$ cat config.mk
export PLATFORM = sky130hd
export DESIGN_NAME = adc_sequencer_control
export DESIGN_NICKNAME = d
export VERILOG_FILES = /design/src/conv_clk_divider.v /design/src/adc_sequencer_control.v
export VERILOG_INCLUDE_DIRS = /design/src
export SDC_FILE = /design/constraint.sdc
export NUM_CORES = 1
export LEC_CHECK = 0
export ABC_AREA = 1
export BUFFER_PORTS_ARGS = -buffer_cell sky130_fd_sc_hd__clkbuf_2
export CORE_ASPECT_RATIO = 0.75
export CORE_MARGIN = 3
export CORE_UTILIZATION = 45
export CTS_CLUSTER_DIAMETER = 30
export DETAILED_ROUTE_END_ITERATION = 8
export HOLD_SLACK_MARGIN = 0.05
export PLACE_DENSITY = 0.8
export SLEW_MARGIN = 20
export SYNTH_ARGS = -nofsm -noshare
export SYNTH_HDL_FRONTEND = slang
export SYNTH_SLANG_ARGS = --single-unit
$ cat constraint.sdc
create_clock -name sys_clk -period 5.85 [get_ports sys_clk]
set_clock_uncertainty 0.1 [all_clocks]
set_input_delay 1.17 -clock sys_clk [delete_from_list [all_inputs] [get_ports sys_clk]]
set_output_delay 1.17 -clock sys_clk [all_outputs]
set_load 0.005 [all_outputs]
$ cat src/adc_defines.vh
// constants for the converter sequencer control block
`ifndef ADC_DEFINES_VH
`define ADC_DEFINES_VH

// register indices; byte address is four times the index
`define IDX_RESULT_LOW 8'h20
`define IDX_RESULT_HIGH 8'h21
`define IDX_CONTROL 8'h22
`define IDX_CLOCK_SETUP 8'h23
`define IDX_IRQ_STATUS 8'h24
`define IDX_IRQ_CLEAR 8'h25
`define IDX_IRQ_ENABLE 8'h26
`define IDX_IRQ_GLOBAL 8'h27

// control register fields
`define CTL_CHAN_LSB 0
`define CTL_CHAN_MSB 2
`define CTL_CFG_LSB 3
`define CTL_CFG_MSB 5
`define CTL_DONE_BIT 6
`define CTL_START_BIT 7

// clock setup register fields
`define CSR_SEL_LSB 0
`define CSR_SEL_MSB 1
`define CSR_TEST_BIT 7

// interrupt status layout
`define IRQ_DONE_BIT 0

// reset values
`define RST_CONTROL 8'h40
`define RST_CLOCK_SETUP 8'h00
`define RST_RESULT 12'h000

// converter clock select codes and half periods minus one in system clocks
`define CLK_SEL_DIV2 2'h0
`define CLK_SEL_DIV8 2'h1
`define CLK_SEL_DIV32 2'h2
`define HALF_DIV2 4'h0
`define HALF_DIV8 4'h3
`define HALF_DIV32 4'hF

`endif

$ cat src/conv_clk_divider.v
// converter clock divider selected by the clock setup field
`timescale 1ns/1ps
module conv_clk_divider (
  // clock and reset
  input wire sys_clk,
  input wire rst,
  // control
  input wire [1:0] clk_sel,
  input wire run,
  // divided clock
  output reg conv_clk_ff
);
`include "adc_defines.vh"

  reg [3:0] cnt_ff;
  reg [3:0] half;
  reg valid;

  always @* begin
    valid = 1'b1;
    half = `HALF_DIV2;
    case (clk_sel)
      `CLK_SEL_DIV2: half = `HALF_DIV2;
      `CLK_SEL_DIV8: half = `HALF_DIV8;
      `CLK_SEL_DIV32: half = `HALF_DIV32;
      default: valid = 1'b0;
    endcase
  end

  // undefined select and powered-down converter stop the clock low
  always @(posedge sys_clk or posedge rst) begin
    if (rst) begin
      cnt_ff <= 4'h0;
      conv_clk_ff <= 1'b0;
    end else if (!run || !valid) begin
      cnt_ff <= 4'h0;
      conv_clk_ff <= 1'b0;
    end else if (cnt_ff >= half) begin
      cnt_ff <= 4'h0;
      conv_clk_ff <= ~conv_clk_ff;
    end else begin
      cnt_ff <= cnt_ff + 4'h1;
    end
  end
endmodule // conv_clk_divider

$ cat src/adc_sequencer_control.v
// register file and sequencing for the eight-channel 12-bit converter
//
// How it works
// Control bits 2..0 pick which of the eight analog inputs is converted.
// Control bits 5..3 give a count n; port B pins 0..n-1 become analog. The code makes all eight pins analog for n=7.
// A zero port B count powers the converter down, nonzero keeps it on.
// Control bit 6 is an active-low done flag, 0 once conversion is over.
// A rising start bit (control bit 7) resets the converter, sets done to 1.
// Software writes start 0,1,0; converting begins on the falling edge.
// Software issues a start pulse whenever the port B count changes.
// Software finishes that start pulse within a bounded instruction count.
// Result is left-justified: high byte bits 11..4, low byte 3..0 on top.
// Clock setup bit 7 is a test bit that applications leave alone.
// Completion sets the interrupt request, gated by the two enables.
// Clock setup bits 1..0 divide the system clock by 2, 8 or 32.
// Software keeps start low until the done flag has returned to 0.
// An analog port B pin has digital I/O and pull-high disabled.
// Results update no later than done clears and the request rises.
// Result registers are read-only; writes leave them unchanged.
//
// Our own choice: register access over APB.
`timescale 1ns/1ps
module adc_sequencer_control (
  // clock and reset
  input wire sys_clk,
  input wire rst,
  // apb slave
  input wire psel,
  input wire penable,
  input wire pwrite,
  input wire [7:0] paddr,
  input wire [31:0] pwdata,
  output reg [31:0] prdata_ff,
  output reg pready_ff,
  output reg pslverr_ff,
  // interrupt
  output reg irq_ff,
  // analog conversion core
  input wire core_done,
  input wire [11:0] core_result,
  output reg [2:0] analog_inputs_sel_ff,
  output reg conv_power_en_ff,
  output reg conv_reset_ff,
  output reg conv_start_ff,
  output wire conv_clk_ff,
  output reg test_mode_ff,
  // port B pin control
  output reg [7:0] portb_pins_analog_ff,
  output reg [7:0] portb_pullhigh_dis_ff
);
`include "adc_defines.vh"

  localparam [2:0] ST_IDLE = 3'b001;
  localparam [2:0] ST_ARMED = 3'b010;
  localparam [2:0] ST_CONV = 3'b100;

  // reset images of the control and clock setup registers
  localparam [7:0] RST_CTL = `RST_CONTROL;
  localparam [7:0] RST_CSR = `RST_CLOCK_SETUP;

  // software-visible state
  reg [2:0] chan_sel_ff;
  reg [2:0] portb_cfg_ff;
  reg conv_done_n_ff;
  reg start_ff;
  reg start_prev_ff;
  reg [1:0] conv_clk_sel_ff;
  reg test_bit_ff;
  reg [11:0] result_ff;
  reg conv_irq_request_ff;
  reg conv_irq_enable_ff;
  reg global_irq_enable_ff;
  reg [2:0] state_ff;

  // next values
  reg [2:0] nxt_state;
  reg nxt_conv_done_n;
  reg [11:0] nxt_result;
  reg nxt_irq_request;
  reg [7:0] nxt_analog;

  // bus decode
  wire access_phase;
  wire wr_en;
  wire rd_en;
  wire addr_mapped;
  wire [7:0] idx;
  // one select per register word
  wire sel_result_low;
  wire sel_result_high;
  wire sel_control;
  wire sel_clock_setup;
  wire sel_irq_status;
  wire sel_irq_clear;
  wire sel_irq_enable;
  wire sel_irq_global;
  wire start_rise;
  wire start_fall;
  wire done_event;
  wire irq_clear_done;
  reg [7:0] rd_byte;

  assign access_phase = psel && penable;
  assign idx = {2'b00, paddr[7:2]};
  assign addr_mapped = (paddr[1:0] == 2'b00) &&
    (idx >= `IDX_RESULT_LOW) && (idx <= `IDX_IRQ_GLOBAL);
  assign sel_result_low = addr_mapped && (idx == `IDX_RESULT_LOW);
  assign sel_result_high = addr_mapped && (idx == `IDX_RESULT_HIGH);
  assign sel_control = addr_mapped && (idx == `IDX_CONTROL);
  assign sel_clock_setup = addr_mapped && (idx == `IDX_CLOCK_SETUP);
  assign sel_irq_status = addr_mapped && (idx == `IDX_IRQ_STATUS);
  assign sel_irq_clear = addr_mapped && (idx == `IDX_IRQ_CLEAR);
  assign sel_irq_enable = addr_mapped && (idx == `IDX_IRQ_ENABLE);
  assign sel_irq_global = addr_mapped && (idx == `IDX_IRQ_GLOBAL);
  // the transfer completes on the edge where pready_ff is already high
  assign wr_en = access_phase && pready_ff && pwrite && addr_mapped;
  assign rd_en = access_phase && !pready_ff && !pwrite;

  assign start_rise = start_ff && !start_prev_ff;
  assign start_fall = !start_ff && start_prev_ff;
  // a completion only counts while converting with power on
  assign done_event = core_done && (state_ff == ST_CONV) &&
    conv_power_en_ff;
  assign irq_clear_done = wr_en && sel_irq_clear &&
    pwdata[`IRQ_DONE_BIT];

  // apb handshake: one wait state, answer from flip-flops
  always @(posedge sys_clk or posedge rst) begin
    if (rst) begin
      pready_ff <= 1'b0;
      pslverr_ff <= 1'b0;
      prdata_ff <= 32'h00000000;
    end else if (access_phase && !pready_ff) begin
      pready_ff <= 1'b1;
      pslverr_ff <= !addr_mapped;
      prdata_ff <= rd_en ? {24'h000000, rd_byte} : 32'h00000000;
    end else begin
      pready_ff <= 1'b0;
      pslverr_ff <= 1'b0;
      prdata_ff <= 32'h00000000;
    end
  end

  // read mux; unused and write-only bits read as zero
  always @* begin
    rd_byte = 8'h00;
    if (sel_result_low) begin
      rd_byte = {result_ff[3:0], 4'h0};
    end else if (sel_result_high) begin
      rd_byte = result_ff[11:4];
    end else if (sel_control) begin
      rd_byte = {start_ff, conv_done_n_ff, portb_cfg_ff, chan_sel_ff};
    end else if (sel_clock_setup) begin
      rd_byte = {test_bit_ff, 5'h00, conv_clk_sel_ff};
    end else if (sel_irq_status) begin
      rd_byte = {7'h00, conv_irq_request_ff};
    end else if (sel_irq_enable) begin
      rd_byte = {7'h00, conv_irq_enable_ff};
    end else if (sel_irq_global) begin
      rd_byte = {7'h00, global_irq_enable_ff};
    end
  end

  // writable fields, one per process; result registers ignore writes
  always @(posedge sys_clk or posedge rst) begin
    if (rst) begin
      chan_sel_ff <= RST_CTL[`CTL_CHAN_MSB:`CTL_CHAN_LSB];
    end else if (wr_en && sel_control) begin
      chan_sel_ff <= pwdata[`CTL_CHAN_MSB:`CTL_CHAN_LSB];
    end
  end

  always @(posedge sys_clk or posedge rst) begin
    if (rst) begin
      portb_cfg_ff <= RST_CTL[`CTL_CFG_MSB:`CTL_CFG_LSB];
    end else if (wr_en && sel_control) begin
      portb_cfg_ff <= pwdata[`CTL_CFG_MSB:`CTL_CFG_LSB];
    end
  end

  always @(posedge sys_clk or posedge rst) begin
    if (rst) begin
      start_ff <= RST_CTL[`CTL_START_BIT];
    end else if (wr_en && sel_control) begin
      start_ff <= pwdata[`CTL_START_BIT];
    end
  end

  always @(posedge sys_clk or posedge rst) begin
    if (rst) begin
      conv_clk_sel_ff <= RST_CSR[`CSR_SEL_MSB:`CSR_SEL_LSB];
    end else if (wr_en && sel_clock_setup) begin
      conv_clk_sel_ff <= pwdata[`CSR_SEL_MSB:`CSR_SEL_LSB];
    end
  end

  always @(posedge sys_clk or posedge rst) begin
    if (rst) begin
      test_bit_ff <= RST_CSR[`CSR_TEST_BIT];
    end else if (wr_en && sel_clock_setup) begin
      test_bit_ff <= pwdata[`CSR_TEST_BIT];
    end
  end

  always @(posedge sys_clk or posedge rst) begin
    if (rst) begin
      conv_irq_enable_ff <= 1'b0;
    end else if (wr_en && sel_irq_enable) begin
      conv_irq_enable_ff <= pwdata[`IRQ_DONE_BIT];
    end
  end

  always @(posedge sys_clk or posedge rst) begin
    if (rst) begin
      global_irq_enable_ff <= 1'b0;
    end else if (wr_en && sel_irq_global) begin
      global_irq_enable_ff <= pwdata[0];
    end
  end

  // start edge tracking
  always @(posedge sys_clk or posedge rst) begin
    if (rst) begin
      start_prev_ff <= 1'b0;
    end else begin
      start_prev_ff <= start_ff;
    end
  end

  // conversion sequencer
  always @* begin
    nxt_state = state_ff;
    nxt_conv_done_n = conv_done_n_ff;
    nxt_result = result_ff;
    case (state_ff)
      ST_IDLE: begin
        if (start_rise) begin
          nxt_state = ST_ARMED;
        end
      end
      ST_ARMED: begin
        if (start_fall) begin
          nxt_state = ST_CONV;
        end
      end
      ST_CONV: begin
        if (start_rise) begin
          nxt_state = ST_ARMED;
        end else if (done_event) begin
          nxt_state = ST_IDLE;
          nxt_result = core_result;
          nxt_conv_done_n = 1'b0;
        end else if (!conv_power_en_ff) begin
          nxt_state = ST_IDLE;
        end
      end
      default: nxt_state = ST_IDLE;
    endcase
    if (start_rise) begin
      nxt_conv_done_n = 1'b1;
    end
  end

  always @(posedge sys_clk or posedge rst) begin
    if (rst) begin
      state_ff <= ST_IDLE;
      conv_done_n_ff <= RST_CTL[`CTL_DONE_BIT];
      result_ff <= `RST_RESULT;
      conv_reset_ff <= 1'b0;
      conv_start_ff <= 1'b0;
    end else begin
      state_ff <= nxt_state;
      conv_done_n_ff <= nxt_conv_done_n;
      result_ff <= nxt_result;
      conv_reset_ff <= start_rise;
      conv_start_ff <= start_fall && (state_ff == ST_ARMED);
    end
  end

  // sticky request: a new completion beats a clear in the same cycle
  always @* begin
    nxt_irq_request = conv_irq_request_ff & ~irq_clear_done;
    if (done_event) begin
      nxt_irq_request = 1'b1;
    end
  end

  always @(posedge sys_clk or posedge rst) begin
    if (rst) begin
      conv_irq_request_ff <= 1'b0;
    end else begin
      conv_irq_request_ff <= nxt_irq_request;
    end
  end

  // level output: pending request gated by both enables
  always @(posedge sys_clk or posedge rst) begin
    if (rst) begin
      irq_ff <= 1'b0;
    end else begin
      irq_ff <= nxt_irq_request && conv_irq_enable_ff &&
        global_irq_enable_ff;
    end
  end

  // port B analog selection, one bit per pin
  genvar gi;
  generate
    for (gi = 0; gi < 8; gi = gi + 1) begin : g_pin
      always @* begin
        if (portb_cfg_ff == 3'h7) begin
          nxt_analog[gi] = 1'b1;
        end else begin
          nxt_analog[gi] = (gi < portb_cfg_ff);
        end
      end
    end
  endgenerate

  // converter controls
  always @(posedge sys_clk or posedge rst) begin
    if (rst) begin
      analog_inputs_sel_ff <= 3'h0;
      conv_power_en_ff <= 1'b0;
      test_mode_ff <= 1'b0;
    end else begin
      analog_inputs_sel_ff <= chan_sel_ff;
      conv_power_en_ff <= (portb_cfg_ff != 3'h0);
      test_mode_ff <= test_bit_ff;
    end
  end

  // pin controls: analog pins lose digital I/O and pull-high
  always @(posedge sys_clk or posedge rst) begin
    if (rst) begin
      portb_pins_analog_ff <= 8'h00;
      portb_pullhigh_dis_ff <= 8'h00;
    end else begin
      portb_pins_analog_ff <= nxt_analog;
      portb_pullhigh_dis_ff <= nxt_analog;
    end
  end

  conv_clk_divider u_div (
    .sys_clk(sys_clk),
    .rst(rst),
    .clk_sel(conv_clk_sel_ff),
    .run(conv_power_en_ff),
    .conv_clk_ff(conv_clk_ff)
  );

endmodule // adc_sequencer_control

==> results of run 1 <==
## per-layer routing
layer | GRT usage (%) | up-vias | wire length [microns]
met5 | 0 | - | 0
met1 | 22.1 | 1006 | 2620
met3 | 7.23 | 8 | 470
met2 | 23.6 | 86 | 2550
met4 | 5.00 | 0 | 59
li1 | - | 1092 | -
## report_power, final
group / switching, uW / total, uW / internal [uW]
combinational: 29.0 / 43.6 / 14.6
clock: 161 / 401 / 240
sequential: 1.57 / 427 / 426
total: 192 / 872 / 680
## stage by stage
step                      worst slack (ps)  area (sq um)  cells  util (%)  hold slack [ps]
final                                 3630          3380    474      55.9              303
after global routing                  3460          3380    474      55.9              304
after CTS                             3640          3380    474      55.9              301
after detailed placement              3260          3160    458      52.4              286
after global placement                3300          3160    458      52.4              281
after floorplan                       3070          2990    348         -              274
## critical path: cells and delay by family
| kind | cells | cell delay [ps] |
|---|---|---|
| AND/OR/NAND/NOR | 6 | 930 |
| buffers and inverters | 2 | 190 |
| AO/OA/AOI/OAI | 1 | 40 |
## Yosys cell counts (all sizes together)
| library cell | n | area, sq um |
|---|---|---|
| or2 | 1 | 6.26 |
| clkbuf | 1 | 3.75 |
| inv | 41 | 154 |
| dfstp | 2 | 52.6 |
| o21bai | 2 | 15.0 |
| nor4 | 2 | 12.5 |
| conb | 1 | 3.75 |
| dfrtp | 59 | 1480 |
| buf | 35 | 262 |
| nand4 | 3 | 18.8 |
| mux2 | 1 | 11.3 |
| xnor2 | 1 | 8.76 |
| xor2 | 1 | 8.76 |
| o31ai | 1 | 7.51 |
| nor3 | 4 | 25.0 |
| nor2 | 28 | 130 |
| a21oi | 13 | 76.3 |
| o211a | 1 | 10.0 |
| nand3 | 16 | 92.6 |
| o21ai | 17 | 96.4 |
| o22ai | 1 | 6.26 |
| ha | 7 | 87.6 |
| o211ai | 1 | 7.51 |
| nand2 | 86 | 328 |
## registers in the layout, indices dropped and copies added (netlist names), 2 cells and up
name / flops
state_ff: 3
result_ff: 12
analog_inputs_sel_ff: 3
portb_cfg_ff: 3
chan_sel_ff: 3
portb_pullhigh_dis_ff: 8
conv_clk_sel_ff: 2
u_div.cnt_ff: 4
prdata_ff: 8
## cell type report
type / instances / area share, %
multi-input cells: 210 / 30.8
inverters: 41 / 4.56
clock inverters: 6 / 2.56
flip-flops and latches: 61 / 45.3
well taps: 78 / 2.89
clock buffers: 10 / 3.78
repair buffers: 68 / 10.2
## how the worst max path moves through the flow
stage             start                      end  cells after the start
4_1_cts        paddr[1]          portb_cfg_ff[0]                      9
6_report       paddr[1]          portb_cfg_ff[1]                      9
3_3_place_gp   paddr[1]          portb_cfg_ff[1]                      9
2_1_floorplan       rst  analog_inputs_sel_ff[0]                      1
3_5_place_dp   paddr[1]          portb_cfg_ff[0]                      9
5_1_grt        paddr[1]          portb_cfg_ff[2]                      9
## logic make-up after synthesis
| kind of cell | share of synthesized area [%] |
|---|---|
| AO/OA/AOI/OAI | 7.55 |
| XOR/XNOR | 0.604 |
| adder cells (fa/ha/maj) | 3.02 |
| buffers and inverters | 14.5 |
| flip-flops | 52.7 |
| multiplexers | 0.388 |
| other | 0.129 |
| AND/OR/NAND/NOR | 21.1 |
==> qor.yml, run 1 <==
die_area_sq_um: 7450
rsz0062_at_grt: "no"
fillers: 552
grt_pass1_wl_microns: 9350
ir_drop_mv: 0.110
htreeDepth: 3
cp_slowest_stage_delay_ps: 200
r2r_start: "conv_clk_sel_ff[0]"
tightest_slew_ps: 757
drtIter0Drc: 120
vias: 2192
grt_overflow: 0
cts_tree: "done"
grt_start_max_net_pins: 62
syn_inst: 325
whs_endpoint: "start_prev_ff"
grt_pass1_vias: 2008
final_common_cell: "nand2_1"
fin_setup_tns_ps: 0
antenna_found_initial: 0
post_drt_wl_per_cell_microns: 12.0
avgSynthCellArea_sq_um: 8.92
cp_slowest_cell: "nand2_2"
crit_top_cell: "nand2_2"
fp-row-count: 24
drc: 0
cts_root_buffer: "clkbuf_8"
required_ps: 5970
slew_headroom_pct: 49.5
clockBufferDepth: 2
crit_chain: "clkbuf_2 > nor2_2 > nand3_4 > nor2_4 > nand2_2 > inv_2 > nand2_2 > nor2_1 > a21oi_2"
path_class: "in -> reg"
synth_seq_cells: 61
cts_resized: 0
postCtsSetupRepairBufs: 0
fp.dieH_microns: 75.5
worstPathMaxFanout: 13
clk_latency_ps: 330
ioPinCount: 117
rr_worst_depth: 11
postCtsHoldBufs: 0
maxCapViolCount: 0
wl_microns: 5700
yosysSeqAreaShare_pct: 52.7
clkTransAtPathRegs_ps: 70
status: "complete, no violations"
hold_path.class: "reg -> reg"
cts.sinks: 61
cts_buffers: 9
drv_slew: 0
ys.warnings.count: 0
synth_cell_types: 34
whs_path_depth: 0
hold_viol: 0
r2r-end: "u_div.conv_clk_ff"
hpwl_microns: 4420
coreArea_sq_um: 6040
port_buffers: 67
setup_violations: 0
antenna_cells_inserted: 0
drive_gt1_share_pct: 25.8
grt_use_total_pct: 16.2
die_w_microns: 98.7
dr.pass1.iters: 4
endpoint_kind: "flop"
final_cell_mix: "nand2_1, clkbuf_2, dfrtp_1"
p_leak_uw: 0.00186
syn_to_final_growth_pct: 16.4
viasPerCell: 4.62
ant_nets: 0
min_period_over_period_pct: 38.0
start_kind: "input pin"
register_area_sq_um: 1530
multi_input_area_sq_um: 1040
initial_core_util_pct: 48.1
place_congestion: 0.843
max_freq_mhz: 450
r2r_setup_slack_ps: 3880
cp.arrival_ps: 2340
min-delay-start: "start_ff"
netlist_area_sq_um: 2900
p_total_uw: 872
pwr_density_cell_nw_per_um2: 258
fin_nets: 456
min_period_ps: 2220
No activity file was read; power rests on OpenSTA's default activity.
==> run 2: changes to the inputs <==
Settings changed: ABC_AREA 1 to 0, PLACE_DENSITY 0.8 to 0.81.
Clock period 5.85 ns to 2.25 ns, I/O delays scaled along.
==> run 2 against run 1 <==
Effect of this change: largest cell class unchanged; count of clock-buffer cells in the layout is 2 higher; die area is 2.4% lower; hold slack worse by 100 ps; synthesized area is 2.5% lower; critical path type is now reg -> reg; utilization is 1.1 points higher; final cell count is 18% lower; highest routed layer unchanged.
==> qor.yml, run 2 <==
die_w_microns: 97.5
largest_reg_flops: 12
hold_path.class: "in -> reg"
hpwl_microns: 4130
fp-row-count: 24
synth-adder-area-share_pct: 3.10
drtIter0Drc: 76
fin_nets: 371
synth_simple_gate_area_share_pct: 13.7
synthArstFlopShare_pct: 100
htreeDepth: 3
syn_inst: 239
tightest_slew_ps: 537
hold_viol: 0
dr.pass1.iters: 4
synth_top_area_share_pct: 52.2
top_register: "result_ff"
postCtsSetupRepairBufs: 0
avgSynthCellArea_sq_um: 11.8
whs_path_depth: 2
wl_microns: 5580
synth_flop_cell: "dfrtp_1"
grt_start_max_net_pins: 27
antenna_found_initial: 0
clkTransAtPathRegs_ps: 70
synth_compound_area_share_pct: 4.69
synthMuxAreaShare_pct: 12.6
place_congestion: 0.783
crit_end: "result_ff[6]"
path_class: "reg -> reg"
vias: 1910
grt_pass1_wl_microns: 9010
pwr_density_cell_nw_per_um2: 712
endpoint_kind: "flop"
coreArea_sq_um: 5950
synth.most_common_cell: "dfrtp_1"
synth_edf_count: 0
place_inst: 372
syn_to_final_growth_pct: 20.1
final_common_cell: "clkbuf_2"
final.setup.worst_slack_ps: 153
ant_nets: 0
final_cell_mix: "clkbuf_2, dfrtp_1, mux2_1, conb_1, nor2_1"
rsz0062_at_grt: "no"
worstPathMaxFanout: 12
fin_setup_tns_ps: 0
grt_pass1_vias: 1835
cp_slowest_cell: "or2_2"
synth_cell_types: 43
cts.sinks: 61
yosysSeqAreaShare_pct: 54.1
die_area_sq_um: 7280
clk_latency_ps: 340
r2r_setup_slack_ps: 150
status: "complete, no violations"
max_freq_mhz: 477
setup_violations: 0
drc: 0
clockBufferDepth: 2
yosys.area.top_type: "dfrtp_1"
cp.arrival_ps: 2210
cts_tree: "done"
fillers: 528
p_leak_uw: 0.00184
r2r-end: "result_ff[6]"
p_total_uw: 2420
ioPinCount: 117
crit_chain: "nand2b_1 > or3_1 > or2_2 > mux2_1"
synthXorXnorAreaFrac_pct: 0.620
min_period_ps: 2100
initial_core_util_pct: 47.5
cp_slowest_stage_delay_ps: 450
reg_top3: "result_ff x12, portb_pullhigh_dis_ff x8, prdata_ff x8"
required_ps: 2370
post_drt_wl_per_cell_microns: 14.3
rr_worst_depth: 4
min_period_over_period_pct: 93.2
drive_gt1_share_pct: 32.2
synthTopCellsByArea: "dfrtp_1, mux2_1, buf_4"
cts_root_buffer: "clkbuf_8"
pre_cts_ws_ps: -7.26
viasPerCell: 4.91
cts_buffers: 9
port_buffers: 67
maxCapViolCount: 0
ys.warnings.count: 0
slew_headroom_pct: 64.2
setup.worst_path.start: "state_ff[1]"
synth_seq_cells: 61
grt_use_total_pct: 16.3
drv_slew: 0
grt_overflow: 0
synth_top_family_by_area: "simple AND/OR/NAND/NOR gates"
start_kind: "flop"
stdcell_count: 389
fp.dieH_microns: 74.6
antenna_cells_inserted: 0
ir_drop_mv: 0.349
netlist_area_sq_um: 2830
r2r_start: "state_ff[1]"
yosys-top-cells-count: "dfrtp_1, buf_4, mux2_1"
==> run 2: metal layers <==
layer,part of all wire [%],track usage [%],routed length (microns),vias to the layer above
li1,-,-,-,897
met1,43,19.8,2400,934
met2,50,27.5,2770,71
met3,6.2,5.83,348,8
met4,1.2,5.99,65,0
met5,0,0,0,-
==> run 2: worst min path at each step <==
stage	start	endpoint	slack, ps
after floorplan	test_bit_ff	test_mode_ff	270
after global placement	chan_sel_ff[2]	analog_inputs_sel_ff[2]	280
after detailed placement	test_bit_ff	test_mode_ff	300
after CTS	pwrite	prdata_ff[0]	180
after global routing	pwrite	prdata_ff[0]	190
final	pwrite	prdata_ff[0]	200
==> run 2: worst max-delay path: cells and delay by family (launching register included) <==
family	cells	cell delay, ps
flops	1	430
mux	1	370
simple gates	3	1080
==> run 2: area by class of cell <==
class / instances / area, sq um / area share, %
Sequential cell: 61 / 1530 / 45.1
Multi-Input combinational cell: 151 / 1080 / 31.7
Timing Repair Buffer: 75 / 410 / 12.1
Clock buffer: 12 / 155 / 4.57
Tap cell: 78 / 97.6 / 2.88
Clock inverter: 4 / 95.1 / 2.80
Inverter: 8 / 30.0 / 0.885
==> run 2: power by group <==
group / switching [uW] / total, uW / internal [uW] / leakage, uW
sequential: 4.00 / 1110 / 1100 / 0.000838
clock: 407 / 1200 / 795 / 0.000127
combinational: 65.8 / 108 / 42.0 / 0.000880
total: 477 / 2420 / 1940 / 0.00184
==> run 2: timing repair <==
action                                  in CTS  in global routing
hold buffers                                 1                  0
hold endpoints to repair                    22                  0
resized for setup                            0                  2
endpoints found under the setup margin       0                  2
==> run 2: metrics by stage <==
stage / utilization [%] / instance area [sq um] / hold slack (ps)
after floorplan: - / 2910 / 265
final: 57.1 / 3390 / 203
after global placement: 52.6 / 3130 / 285
after detailed placement: 52.6 / 3130 / 297
after global routing: 57.1 / 3390 / 193
after CTS: 57.0 / 3390 / 181
==> run 2: logic make-up after synthesis <==
logic type	count (synthesis)
and+or+nand+nor	66
other	1
muxes	30
adders and majority gates	7
AOI/OAI and AO/OA	22
xor gates and xnor gates	2
buffers and inverters	50
DFF	61
